### src/rtl/codec_port_pkg.sv
// Purpose: Shared constants and types of the codec serial port and clocking block
// Assumes: One system clock that stands in for the pin master clock
// Notes:   Control register indices, field positions, reset values and counts
package codec_port_pkg;
	// ---------------------------------------------------------------------
	// Widths and counts
	// ---------------------------------------------------------------------
	localparam int          WORD_W         = 16;
	localparam int          CR_COUNT       = 6;
	localparam int          CR_W           = 8;
	localparam int          MAX_CASCADE    = 8;
	localparam logic [2:0]  RESET_INNER_MASTER_CLOCK    = 3'h4;
	localparam logic [6:0]  MIN_BIT_SYS    = 7'h08;
	localparam int          LEAD_STEP_LOG2 = 3;
	localparam logic [7:0]  CR_RESET       = 8'h00;
	// ---------------------------------------------------------------------
	// Control register indices
	// ---------------------------------------------------------------------
	localparam logic [2:0]  CR_A = 3'h0;
	localparam logic [2:0]  CR_B = 3'h1;
	localparam logic [2:0]  CR_C = 3'h2;
	localparam logic [2:0]  CR_D = 3'h3;
	localparam logic [2:0]  CR_E = 3'h4;
	// ---------------------------------------------------------------------
	// Field positions
	// ---------------------------------------------------------------------
	localparam int A_MODE_BIT   = 0;
	localparam int A_MIXED_BIT  = 1;
	localparam int A_SWRST_BIT  = 7;
	localparam int B_SAMPLE_LO  = 0;
	localparam int B_BITCLK_LO  = 2;
	localparam int B_MASTER_LO  = 4;
	localparam int C_BUFFERED_REFERENCE_PIN_BIT = 6;
	localparam int D_MUTE_BIT   = 7;
	localparam int E_LEAD_LO    = 0;
	localparam int W_CTRL_BIT   = 15;
	localparam int W_READ_BIT   = 14;
	localparam int W_DEV_LO     = 11;
	localparam int W_REG_LO     = 8;
	// ---------------------------------------------------------------------
	// Wishbone word indices
	// ---------------------------------------------------------------------
	localparam logic [2:0]  WB_DAC_IDX = 3'h6;
	localparam logic [2:0]  WB_ADC_IDX = 3'h7;
	// ---------------------------------------------------------------------
	// Port sequencing states
	// ---------------------------------------------------------------------
	typedef enum logic [1:0] {
		ST_CLEAR = 2'b00,
		ST_RUN   = 2'b01
	} port_state_t;
endpackage

### src/rtl/sync_two_ff.sv
// Purpose: Two flip-flop synchroniser for a pin level
// Assumes: Single bit, no reset value needed beyond zero
// Notes:   First stage is read only by the second
`timescale 1ns/1ps
`default_nettype none
module sync_two_ff (
	input  wire logic sys_clk_i,
	input  wire logic sys_rst_i,
	input  wire logic level_i,
	output logic      level_o
);
	typedef struct packed {
		logic s1;
		logic s2;
	} sync_state_t;
	sync_state_t q, d;
	always_comb begin
		d    = q;
		d.s1 = level_i;
		d.s2 = q.s1;
	end
	always_ff @(posedge sys_clk_i or posedge sys_rst_i) begin
		if (sys_rst_i) begin
			q <= '0;
		end else begin
			q <= d;
		end
	end
	assign level_o = q.s2;
endmodule
`default_nettype wire

### src/rtl/count_tick.sv
// Purpose: Wrapping event counter used as a clock-rate divider
// Assumes: last_i may change at any time
// Notes:   Wraps at or above last_i so a shrinking limit never locks it up
`timescale 1ns/1ps
`default_nettype none
module count_tick #(
	parameter int W = 3
) (
	input  wire logic         sys_clk_i,
	input  wire logic         sys_rst_i,
	input  wire logic         clear_i,
	input  wire logic         step_i,
	input  wire logic [W-1:0] last_i,
	output logic      [W-1:0] count_o,
	output logic              wrap_o
);
	typedef struct packed {
		logic [W-1:0] cnt;
	} cnt_state_t;
	cnt_state_t q, d;
	always_comb begin
		d = q;
		if (clear_i) begin
			d.cnt = '0;
		end else if (step_i) begin
			d.cnt = (q.cnt >= last_i) ? '0 : W'(q.cnt + 1'b1);
		end
	end
	always_ff @(posedge sys_clk_i or posedge sys_rst_i) begin
		if (sys_rst_i) begin
			q <= '0;
		end else begin
			q <= d;
		end
	end
	assign count_o = q.cnt;
	assign wrap_o  = step_i && !clear_i && (q.cnt >= last_i);
endmodule
`default_nettype wire

### src/rtl/codec_serial_port.sv
// Purpose: Codec serial port, clock dividers and DAC load timing
// Assumes: sys_clk_i acts as the pin master clock; processor port is a slave
// Notes:   Bit clock period is never below 8 system clocks
// Behaviour
// - Mute bit silences decoder output
// - Reference output only while enable bit set
// - Cascade up to eight codecs on one port
// - Words shift MSB first at bit clock
// - Codec is master, starts every transfer
// - Program mode: words with MSB set are control words
// - Data mode: words update DAC, carry ADC
// - Mixed mode: MSB flags control, 15 bits
// - One shared shift register, ADC overwrites it
// - Master clock divide by 1 to 5
// - Bit clock divide by 8, 4, 2, 1
// - Sample rate divide 2048 down to 256
// - Slowest bit clock: two devices at /256
// - Control registers update two clocks after bit clock fall
// - Six 8-bit control, DAC and ADC registers
// - DAC loads sdiv master clocks before frame sync
// - Load advance in steps of eight clocks
// - Control word field layout
// - Nonzero device address: decrement and pass
// - Reset clears registers, first sync later
`timescale 1ns/1ps
`default_nettype none
module codec_serial_port
	import codec_port_pkg::*;
(
	input  wire logic        sys_clk_i,
	input  wire logic        sys_rst_i,
	input  wire logic        wb_cyc_i,
	input  wire logic        wb_stb_i,
	input  wire logic        wb_we_i,
	input  wire logic [4:0]  wb_adr_i,
	input  wire logic [3:0]  wb_sel_i,
	input  wire logic [31:0] wb_dat_i,
	output logic      [31:0] wb_dat_o,
	output logic             wb_ack_o,
	input  wire logic        serial_data_i,
	output logic             serial_data_o,
	output logic             port_bit_clock_o,
	output logic             output_frame_sync_o,
	input  wire logic [15:0] adc_sample_i,
	output logic      [15:0] dac_sample_o,
	output logic             dac_load_o,
	output logic             mute_o,
	output logic             reference_output_enable_o
);
	// ---------------------------------------------------------------------
	// State
	// ---------------------------------------------------------------------
	typedef struct packed {
		port_state_t                  st;
		logic [2:0]                   rst_cnt;
		logic [CR_COUNT-1:0][CR_W-1:0] cr;
		logic [WORD_W-1:0]            sr;
		logic [WORD_W-1:0]            dac_reg;
		logic [WORD_W-1:0]            adc_reg;
		logic [WORD_W-1:0]            dac_out;
		logic [6:0]                   phase;
		logic [3:0]                   bit_idx;
		logic [1:0]                   fall_dly;
		logic                         bclk;
		logic                         fs;
		logic                         sdo;
		logic                         dac_load;
		logic                         mute;
		logic                         buffered_reference_pin;
		logic                         ack;
		logic [31:0]                  rdat;
	} port_reg_t;
	port_reg_t q, d;

	logic              sdi;
	logic [2:0]        mdiv_last;
	logic [3:0]        sdiv;
	logic [10:0]       m_last;
	logic [6:0]        per;
	logic [6:0]        half;
	logic [4:0]        lead;
	logic [11:0]       tgt12;
	logic [10:0]       tgt;
	logic [2:0]        mcnt;
	logic              inner_master_clock_tick;
	logic [10:0]       scnt;
	logic              sample_evt;
	logic              load_evt;
	logic              running;
	logic [WORD_W-1:0] adc_word;
	logic [WORD_W-1:0] w;
	logic [2:0]        dev;
	logic [2:0]        ridx;
	logic [2:0]        wb_idx;
	logic              is_ctrl;

	// ---------------------------------------------------------------------
	// Clock dividers
	// ---------------------------------------------------------------------
	sync_two_ff u_sdi_sync (
		.sys_clk_i (sys_clk_i),
		.sys_rst_i (sys_rst_i),
		.level_i   (serial_data_i),
		.level_o   (sdi)
	);

	always_comb begin
		mdiv_last = q.cr[CR_B][B_MASTER_LO +: 3];
		if (mdiv_last > 3'h4) begin
			mdiv_last = 3'h0;
		end
		case (q.cr[CR_B][B_BITCLK_LO +: 2])
			2'b00:   sdiv = 4'h8;
			2'b01:   sdiv = 4'h4;
			2'b10:   sdiv = 4'h2;
			default: sdiv = 4'h1;
		endcase
		case (q.cr[CR_B][B_SAMPLE_LO +: 2])
			2'b00:   m_last = 11'h7ff;
			2'b01:   m_last = 11'h3ff;
			2'b10:   m_last = 11'h1ff;
			default: m_last = 11'h0ff;
		endcase
		// Input synchroniser needs room inside one bit, so fast rates are capped
		per = 7'(({4'h0, mdiv_last} + 7'h01) * {3'h0, sdiv});
		if (per < MIN_BIT_SYS) begin
			per = MIN_BIT_SYS;
		end
		half = per >> 1;
		lead = q.cr[CR_E][E_LEAD_LO +: 5];
		tgt12 = {1'b0, m_last} - {8'h00, sdiv} - (12'(lead) << LEAD_STEP_LOG2);
		tgt   = tgt12[10:0] & m_last;
	end

	assign running = (q.st == ST_RUN);

	count_tick #(.W(3)) u_master_div (
		.sys_clk_i (sys_clk_i),
		.sys_rst_i (sys_rst_i),
		.clear_i   (1'b0),
		.step_i    (1'b1),
		.last_i    (mdiv_last),
		.count_o   (mcnt),
		.wrap_o    (inner_master_clock_tick)
	);

	count_tick #(.W(11)) u_sample_div (
		.sys_clk_i (sys_clk_i),
		.sys_rst_i (sys_rst_i),
		.clear_i   (!running),
		.step_i    (inner_master_clock_tick),
		.last_i    (m_last),
		.count_o   (scnt),
		.wrap_o    (sample_evt)
	);

	assign load_evt = running && inner_master_clock_tick && (scnt == tgt);
	// Mixed mode gives up the ADC LSB for the flag bit
	assign adc_word = (q.cr[CR_A][A_MIXED_BIT] && q.cr[CR_A][A_MODE_BIT]) ?
		{1'b0, adc_sample_i[WORD_W-1:1]} : adc_sample_i;
	assign w       = {q.sr[WORD_W-2:0], sdi};
	assign dev     = w[W_DEV_LO +: 3];
	assign ridx    = w[W_REG_LO +: 3];
	assign wb_idx  = wb_adr_i[4:2];
	assign is_ctrl = w[W_CTRL_BIT] && !(q.cr[CR_A][A_MODE_BIT] && !q.cr[CR_A][A_MIXED_BIT]);

	// ---------------------------------------------------------------------
	// Next state
	// ---------------------------------------------------------------------
	always_comb begin
		d          = q;
		d.dac_load = 1'b0;
		d.ack      = 1'b0;
		// Wishbone slave, one wait state
		if (wb_cyc_i && wb_stb_i && !q.ack) begin
			d.ack  = 1'b1;
			d.rdat = '0;
			if (wb_idx < 3'(CR_COUNT)) begin
				d.rdat[CR_W-1:0] = q.cr[wb_idx];
				if (wb_we_i && wb_sel_i[0]) begin
					d.cr[wb_idx] = wb_dat_i[CR_W-1:0];
				end
			end else if (wb_idx == WB_DAC_IDX) begin
				d.rdat[WORD_W-1:0] = q.dac_reg;
			end else begin
				d.rdat[WORD_W-1:0] = q.adc_reg;
			end
		end
		if (running) begin
			if (sample_evt) begin
				d.sr       = adc_word;
				d.adc_reg  = adc_word;
				d.phase    = '0;
				d.bit_idx  = '0;
				d.fall_dly = '0;
				d.fs       = 1'b1;
				d.bclk     = 1'b1;
				d.sdo      = adc_word[WORD_W-1];
			end else begin
				if (q.phase >= per - 7'h01) begin
					d.phase   = '0;
					d.bit_idx = q.bit_idx + 4'h1;
					d.fs      = 1'b0;
					d.bclk    = 1'b1;
					d.sdo     = q.sr[WORD_W-1];
				end else begin
					d.phase = q.phase + 7'h01;
					d.bclk  = (d.phase < half);
				end
				d.fall_dly = {q.fall_dly[0], d.phase == half};
				// Sampled two clocks after the fall to cover the synchroniser
				if (q.fall_dly[1]) begin
					d.sr = w;
					if (q.bit_idx == 4'hf) begin
						if (is_ctrl) begin
							if (dev != 3'h0) begin
								d.sr[W_DEV_LO +: 3] = dev - 3'h1;
							end else if (ridx < 3'(CR_COUNT)) begin
								if (w[W_READ_BIT]) begin
									d.sr[CR_W-1:0] = q.cr[ridx];
								end else begin
									d.cr[ridx] = w[CR_W-1:0];
								end
							end
						end else if (q.cr[CR_A][A_MODE_BIT]) begin
							d.dac_reg = q.cr[CR_A][A_MIXED_BIT] ?
								{w[WORD_W-2:0], 1'b0} : w;
						end
					end
				end
			end
			if (load_evt) begin
				d.dac_load = 1'b1;
				d.dac_out  = q.dac_reg;
			end
			if (d.cr[CR_A][A_SWRST_BIT]) begin
				d.st      = ST_CLEAR;
				d.rst_cnt = '0;
				d.cr      = '0;
			end
		end else begin
			d.fs   = 1'b0;
			d.bclk = 1'b0;
			d.sdo  = 1'b0;
			d.cr   = '0;
			if (inner_master_clock_tick) begin
				d.rst_cnt = q.rst_cnt + 3'h1;
				if (q.rst_cnt == RESET_INNER_MASTER_CLOCK - 3'h1) begin
					d.st = ST_RUN;
				end
			end
		end
		d.mute   = d.cr[CR_D][D_MUTE_BIT];
		d.buffered_reference_pin = d.cr[CR_C][C_BUFFERED_REFERENCE_PIN_BIT];
		if (d.mute) begin
			d.dac_out = '0;
		end
	end

	always_ff @(posedge sys_clk_i or posedge sys_rst_i) begin
		if (sys_rst_i) begin
			q    <= '0;
			q.st <= ST_CLEAR;
			q.cr <= {CR_COUNT{CR_RESET}};
		end else begin
			q <= d;
		end
	end

	assign wb_dat_o                  = q.rdat;
	assign wb_ack_o                  = q.ack;
	assign serial_data_o             = q.sdo;
	assign port_bit_clock_o          = q.bclk;
	assign output_frame_sync_o       = q.fs;
	assign dac_sample_o              = q.dac_out;
	assign dac_load_o                = q.dac_load;
	assign mute_o                    = q.mute;
	assign reference_output_enable_o = q.buffered_reference_pin;
endmodule
`default_nettype wire

### config.mk
export PLATFORM = sky130hd
export DESIGN_NAME = codec_serial_port
export DESIGN_NICKNAME = d
export VERILOG_FILES = /design/src/rtl/codec_port_pkg.sv /design/src/rtl/sync_two_ff.sv /design/src/rtl/count_tick.sv /design/src/rtl/codec_serial_port.sv
export SDC_FILE = /design/constraint.sdc
export NUM_CORES = 1
export LEC_CHECK = 0
export BUFFER_PORTS_ARGS = -buffer_cell sky130_fd_sc_hd__buf_2
export CORE_MARGIN = 5
export CORE_UTILIZATION = 60
export DETAILED_ROUTE_END_ITERATION = 16
export GPL_TIMING_DRIVEN = 0
export PLACE_DENSITY = 0.79
export SLEW_MARGIN = 20
export SYNTH_ARGS = -nofsm -noshare
export SYNTH_HDL_FRONTEND = slang
export SYNTH_SLANG_ARGS = --single-unit
### constraint.sdc
create_clock -name sys_clk_i -period 7.9 [get_ports sys_clk_i]
set_input_delay 0.395 -clock sys_clk_i [delete_from_list [all_inputs] [get_ports sys_clk_i]]
set_output_delay 0.395 -clock sys_clk_i [all_outputs]
set_load 0.01 [all_outputs]
==> impl_metrics.tcl, run 1 <==
set metrics [dict create \
    slew_headroom_pct 30.5 \
    core-area_um2 18500 \
    grt_pass1_wl_mm 50.5 \
    place_area_um2 11900 \
    cts_tree "built" \
    critPathKind "register to register" \
    ir_worst_vdd_v 0.000187 \
    synth-main-ff-cell "dfrtp_1" \
    cts_setup_buffers 0 \
    worstMarginPinSlew_ns 1.04 \
    p_leak_nw 5.66 \
    grt_pass1_vias 9328 \
    syn_avg_cell_area_um2 9.30 \
    r2r-end "q[39]$_DFFE_PP0P_" \
    avgViaCountPerCell 6.14 \
    diodes 0 \
    maxSlewViolCount 0 \
    synthTopCellsByArea "dfrtp_1 (37%), mux2i_1 (8.4%), ha_1 (5.4%)" \
    worst-r2r-setup-slack_ns 0.77 \
    ctsResizeCount 0 \
    max-cap-violations 0 \
    synth_top_area_share_pct 36.9 \
    netlist_instances 1204 \
    yosys_warnings 0 \
    cp.arrival_ns 7.49 \
    multi_input_area_um2 6190 \
    final_cell_area_um2 12600 \
    clk_latency_ns 0.44 \
    ctsHoldBuffers 0 \
    setup_viol 0 \
    cts_htree_levels 4 \
    yosysUniqueCellTypes 74 \
    switching_power_w 0.00124 \
    min_period_ns 7.13 \
    die_w_um 147 \
    netlist_area_um2 11200 \
    crit_start "q[128]$_DFF_PP0_" \
    hp-class "input port to asynchronous set/reset pin" \
    port_buffers 70 \
    synth_edf_count 0 \
    clock_path_buffers 2 \
    swShare_pct 38.8 \
    p_int_w 0.00196 \
    drive_gt1_share_pct 18.8 \
    drt_iter0_drc 900 \
    comb_power_share_pct 37.8 \
    pwr_density_cell_nw_per_um2 255 \
    status "finished, final reports clean" \
    hold-worst-slack_ns 0.0258 \
    ff_latch_area_um2 4130 \
    r2r-start "q[128]$_DFF_PP0_" \
    path_clk_slew_ns 0.07 \
    clock_power_share_pct 26.9 \
    dpl.hpwl_mm 23.1 \
    die-area_um2 21500 \
    gp_congestion 1.02 \
    hold_violations 0 \
    nets 1428 \
    yosys_register_bits 165 \
    crit_chain "nor2b_1, ha_1, xor2_1, or3b_2, fa_1, inv_1, fa_1, fa_1, xnor2_1, and2_1, o221ai_1, nand2_1, ha_1, nor3b_1, and2_1, a21oi_1, ha_1, a211o_1, a21oi_1, o21ai_0, a2111oi_0, o21a_1, o211ai_1, o21ai_0" \
    fmax_mhz 140 \
    fill_cells 1495 \
    start_util_pct 60.5 \
    fin_cells 1559 \
    cp_slowest_cell "dfrtp_1" \
    crit_fanout 8 \
    ys_seq_area_share_pct 36.9 \
    power.share.sequential_pct 35.3 \
    grt_start_max_net_pins 86 \
    first_pass_iters 8 \
    clock_skew_ns 0.0126 \
    die_h_um 147 \
    syn_to_final_growth_pct 12.1 \
    setup_tns_ns 0 \
    overflow 0 \
    design_power_total_w 0.00320 \
    grt.total_usage_pct 29.4 \
    avgRoutedWirePerCell_um 20.0 \
    antenna_found_initial 0 \
    numCtsBuffers 17 \
    post-route-drc-count 0 \
    clock-sinks 165 \
    crit_required_ns 8.26 \
    rsz0062_at_grt "no" \
    route.final.wire_length_mm 31.2 \
    synth_top_area_cell "dfrtp_1" \
    cts-root-buf "clkbuf_16" \
    synth_async_sr_flop_share_pct 100 \
    io_pins 118 \
    rows 50 \
    dp.cells 1527 \
    fin_crit_sh_pct 90.2 \
    slowest_delay_ns 0.55 \
    cp-end-kind "register" \
    drtAntennaViolNets 0 \
    worst_setup_path_start_kind "register" \
    reg2regPathDepth 24 \
    vias 9576 \
]
## final cells by class
cell class / count / area share [%]
Sequential cell: 165 / 32.9
Buffer: 124 / 5.68
Clock buffer: 17 / 3.39
Multi-Input combinational cell: 869 / 49.3
Inverter: 64 / 1.97
Clock inverter: 15 / 1.45
Timing Repair Buffer: 71 / 3.01
Tap cell: 234 / 2.33
## through the flow
step / utilization [%] / worst slack, ns
global route: 67.8 / 0.146
detailed placement: 64.5 / 0.859
CTS: 67.8 / 0.805
floorplan: - / 1.82
global placement: 64.3 / 0.891
finish: 67.8 / 0.771
## worst max path at each step
stage / end / slack (ns) / depth (start not counted)
after floorplan: q[39]$_DFFE_PP0P_ / 1.82 / 25
after global placement: q[39]$_DFFE_PP0P_ / 0.89 / 24
after detailed placement: q[39]$_DFFE_PP0P_ / 0.86 / 24
after CTS: q[39]$_DFFE_PP0P_ / 0.80 / 24
after global routing: q[39]$_DFFE_PP0P_ / 0.15 / 24
final: q[39]$_DFFE_PP0P_ / 0.77 / 24
## logic make-up (layout without fill, tap and decap cells)
| family | after synthesis | count (layout) | share of synthesized area, % |
|---|---|---|---|
| adders and majority gates | 53 | 53 | 6.25 |
| xor gates and xnor gates | 28 | 28 | 2.19 |
| muxes | 110 | 110 | 10.2 |
| and+or+nand+nor | 354 | 354 | 15.5 |
| other | 2 | 20 | 0.0670 |
| DFF | 165 | 165 | 36.9 |
| AOI/OAI and AO/OA | 304 | 304 | 20.4 |
| buffers and inverters | 188 | 291 | 8.51 |
## layout by cell type, fill, tap and decap left out, types with 6 or more instances in the layout
| cell type | Yosys | layout |
|---|---|---|
| a22oi_1 | 9 | 9 |
| o21a_1 | 19 | 19 |
| a21o_1 | 7 | 7 |
| inv_8 | 0 | 7 |
| a211oi_1 | 28 | 28 |
| xor2_1 | 13 | 13 |
| o22ai_1 | 10 | 10 |
| o31ai_1 | 15 | 15 |
| nand4_1 | 7 | 7 |
| buf_6 | 7 | 7 |
| mux2_2 | 13 | 13 |
| o32ai_2 | 9 | 9 |
| and2_1 | 8 | 8 |
| dfrtp_1 | 165 | 165 |
| buf_1 | 16 | 16 |
| a31oi_1 | 15 | 15 |
| nor2_1 | 135 | 135 |
| nand2_1 | 97 | 97 |
| inv_1 | 64 | 63 |
| buf_4 | 49 | 49 |
| xnor2_1 | 15 | 15 |
| buf_2 | 9 | 79 |
| clkbuf_16 | 0 | 17 |
| and3_1 | 8 | 8 |
| a21oi_1 | 60 | 60 |
| nor3b_1 | 8 | 8 |
| a221oi_1 | 6 | 6 |
| ha_1 | 48 | 48 |
| mux2i_1 | 94 | 94 |
| clkbuf_1 | 43 | 43 |
| nand3_1 | 33 | 33 |
| a22o_1 | 8 | 8 |
| nand2b_1 | 11 | 11 |
| o21ai_0 | 54 | 54 |
| a211oi_2 | 29 | 29 |
| nor2b_1 | 7 | 7 |
| conb_1 | 2 | 20 |
| or2_2 | 6 | 6 |
## power groups by stage
stage,Clock [W],Combinational [W],Sequential (W)
final,0.000863,0.00121,0.00113
after floorplan,0,0.000897,0.00110
after detailed placement,0,0.00119,0.00114
after CTS,0.000869,0.00121,0.00113
after global placement,0,0.00116,0.00113
after global routing,0.000908,0.00134,0.00115
## flip-flops by register name, indices dropped and copies added (netlist names), 3 cells and up
| name | count |
|---|---|
| u_master_div.count_o | 3 |
| dev | 3 |
| dac_sample_o | 16 |
| wb_dat_o | 16 |
| q | 104 |
| u_sample_div.count_o | 11 |
| lead | 5 |
## critical path: cells and delay by family (launching register included)
| kind | cells | cell delay, ns |
|---|---|---|
| DFF | 1 | 0.55 |
| xor gates and xnor gates | 2 | 0.51 |
| buffers and inverters | 1 | 0.06 |
| adders and majority gates | 6 | 2.24 |
| and+or+nand+nor | 6 | 1.74 |
| AOI/OAI and AO/OA | 9 | 1.94 |
## metal layers
metal  GRT usage (%)  share of wire, %  up-vias
met3            4.78               8.0       79
li1                -                 -     4451
met5               0                 0        -
met1            39.6                41     4584
met2            47.5                47      462
met4            11.7               3.7        0
## cells in the mapped netlist (all sizes together) (7+ instances only)
library cell	count
dfrtp	165
nor2	136
nand2	97
mux2i	94
buf	81
inv	64
a21oi	60
a211oi	57
o21ai	54
ha	48
clkbuf	43
nand3	34
o21a	19
a31oi	15
o31ai	15
o32ai	15
xnor2	15
mux2	14
xor2	13
nand2b	11
o22ai	10
a22oi	9
a22o	8
and2	8
and3	8
nor3	8
nor3b	8
a21o	7
nand4	7
nor2b	7
nor4b	7
No activity file was read; power rests on OpenSTA's default activity.
==> run 2: changes to the inputs <==
--- a/config.mk
+++ b/config.mk
@@ -6,8 +6,10 @@
 export NUM_CORES = 1
 export LEC_CHECK = 0
 export BUFFER_PORTS_ARGS = -buffer_cell sky130_fd_sc_hd__buf_2
+export CELL_PAD_IN_SITES_DETAIL_PLACEMENT = 1
+export CELL_PAD_IN_SITES_GLOBAL_PLACEMENT = 1
 export CORE_MARGIN = 5
-export CORE_UTILIZATION = 60
+export CORE_UTILIZATION = 46
 export DETAILED_ROUTE_END_ITERATION = 16
 export GPL_TIMING_DRIVEN = 0
 export PLACE_DENSITY = 0.79
==> run 2 against run 1 <==
Sequential power hardly changed. Non-clock buffer count is 1 higher. Cell area is 0.89% higher. Utilization is 15 points lower. Via count is 1.9% higher. Worst setup slack worse by 0.20 ns. Critical path type unchanged.
==> impl_metrics.tcl, run 2 (same netlist as run 1, synthesis figures left out) <==
set metrics [dict create \
    nets 1429 \
    reg2regPathDepth 25 \
    ff_latch_area_um2 4130 \
    r2r-start "q[130]$_DFF_PP0_" \
    top_register "q" \
    first_pass_iters 5 \
    grt_pass1_vias 10400 \
    slowest_delay_ns 0.62 \
    cp_slowest_cell "dfrtp_1" \
    diodes 0 \
    rows 57 \
    drive_gt1_share_pct 18.8 \
    largest_reg_flops 104 \
    r2r-end "q[39]$_DFFE_PP0P_" \
    numCtsBuffers 17 \
    cp-end-kind "register" \
    max-cap-violations 0 \
    min_period_ns 7.33 \
    path_clk_slew_ns 0.08 \
    cts-root-buf "clkbuf_16" \
    ir_worst_vdd_v 0.000152 \
    pwr_density_cell_nw_per_um2 255 \
    maxSlewViolCount 0 \
    die_h_um 166 \
    worstHoldEndpoint "u_sdi_sync.d[0]$_DFF_PP0_" \
    post-route-drc-count 0 \
    cp.arrival_ns 7.70 \
    clock_path_buffers 2 \
    avgRoutedWirePerCell_um 21.9 \
    crit_required_ns 8.27 \
    vias 9757 \
    holdPathStages 1 \
    grt_pass1_wl_mm 57.9 \
    clock_skew_ns 0.0231 \
    crit_fanout 8 \
    gp_congestion 0.949 \
    fin_crit_sh_pct 92.8 \
    hold_violations 0 \
    cts_tree "built" \
    core-area_um2 24200 \
    hp-class "input port to register" \
    grt.total_usage_pct 26.2 \
    dp.cells 1617 \
    port_buffers 70 \
    clock-sinks 165 \
    layout_commonest_cell "dfrtp_1" \
    rsz0062_at_grt "no" \
    hp-start "serial_data_i" \
    start_util_pct 46.3 \
    drtAntennaViolNets 0 \
    critPathKind "register to register" \
    clk_latency_ns 0.45 \
    setup_viol 0 \
    worst_setup_path_start_kind "register" \
    die_w_um 166 \
    fmax_mhz 136 \
    fin_cells 1650 \
    grt_start_max_net_pins 100 \
    fill_cells 2825 \
    overflow 0 \
    route.final.wire_length_mm 36.2 \
    worstMarginPinSlew_ns 1.08 \
    status "finished, final reports clean" \
    p_leak_nw 5.65 \
    drt_iter0_drc 674 \
    die-area_um2 27600 \
    antenna_found_initial 0 \
    setup_tns_ns 0 \
    syn_to_final_growth_pct 13.1 \
    avgViaCountPerCell 5.91 \
    io_pins 118 \
    worst-r2r-setup-slack_ns 0.57 \
    slew_headroom_pct 27.4 \
    cts_htree_levels 4 \
    multi_input_area_um2 6190 \
    dpl.hpwl_mm 27.1 \
    layout_common_cells "dfrtp_1 (165), nor2_1 (135), nand2_1 (97), mux2i_1 (94), buf_2 (79)" \
]
-- run 2: cell types whose count changed in the layout (fill, tap and decap cells not counted) --
cell / previous run / this run
xnor2_2: 0 / 1
bufinv_16: 1 / 0
inv_8: 7 / 5
clkbuf_1: 43 / 44
clkinvlp_4: 0 / 2
dlygate4sd3_1: 0 / 1
clkinv_4: 0 / 2
xnor2_1: 15 / 14
inv_6: 3 / 2
clkinv_8: 3 / 4
clkinv_2: 2 / 0
-- run 2: worst max-delay path by stage --
stage | start | end | slack (ns) | cells after the start
after floorplan | q[130]$_DFF_PP0_ | q[39]$_DFFE_PP0P_ | 1.82 | 25
after global placement | q[130]$_DFF_PP0_ | q[39]$_DFFE_PP0P_ | 0.75 | 24
after detailed placement | q[130]$_DFF_PP0_ | q[39]$_DFFE_PP0P_ | 0.52 | 24
after CTS | q[130]$_DFF_PP0_ | q[39]$_DFFE_PP0P_ | 0.47 | 24
after global routing | q[130]$_DFF_PP0_ | q[39]$_DFFE_PP0P_ | 0.03 | 24
final | q[130]$_DFF_PP0_ | q[39]$_DFFE_PP0P_ | 0.57 | 25
-- run 2: power by group --
part	internal [W]	switching, W	leakage (nW)	total, W
Clock	0.000424	0.000420	0.280	0.000844
Combinational	0.000515	0.000735	3.21	0.00125
Sequential	0.000992	0.000140	2.16	0.00113
-- run 2: layer usage --
layer / global-route usage (%) / routed length (um) / part of all wire (%) / vias up
li1: - / - / - / 4443
met1: 34.2 / 15600 / 43 / 4922
met2: 43.3 / 17300 / 48 / 299
met3: 4.31 / 1870 / 5.2 / 93
met4: 11.0 / 1460 / 4.0 / 0
met5: 0 / 0 / 0 / -
-- run 2: stage by stage --
| stage | total power, W | cell area, um^2 | setup WS, ns | utilization, % | hold slack, ns |
|---|---|---|---|---|---|
| CTS | 0.00322 | 12700 | 0.469 | 52.4 | 0.0431 |
| floorplan | 0.00200 | 11300 | 1.82 | - | 0.331 |
| finish | 0.00323 | 12700 | 0.569 | 52.4 | 0.0564 |
| global placement | 0.00232 | 12000 | 0.746 | 49.7 | 0.353 |
| global route | 0.00341 | 12700 | 0.0271 | 52.4 | 0.0387 |
| detailed placement | 0.00238 | 12100 | 0.522 | 49.9 | 0.348 |
-- run 2: critical path, delay by kind of cell, from the launching register on --
family | cells | cell delay [ns]
adder cells (fa/ha/maj) | 6 | 2.27
AND/OR/NAND/NOR | 6 | 1.66
flip-flops | 1 | 0.62
AO/OA/AOI/OAI | 9 | 2.04
XOR/XNOR | 2 | 0.52
buffers and inverters | 2 | 0.12
-- run 2: cell type report --
| class | instances | area share, % |
|---|---|---|
| plain buffers | 124 | 5.63 |
| clock buffers | 18 | 3.39 |
| clock inverters | 14 | 1.26 |
| inverters | 64 | 1.96 |
| multi-input cells | 869 | 48.9 |
| flip-flops and latches | 165 | 32.6 |
| well taps | 324 | 3.20 |
| repair buffers | 72 | 3.06 |
-- run 2: timing repair --
item	in CTS	in global routing
gates resized for setup	0	1
endpoints found under the setup margin	0	1
hold endpoints to repair	5	0
hold buffers	1	0
setup buffers	0	0
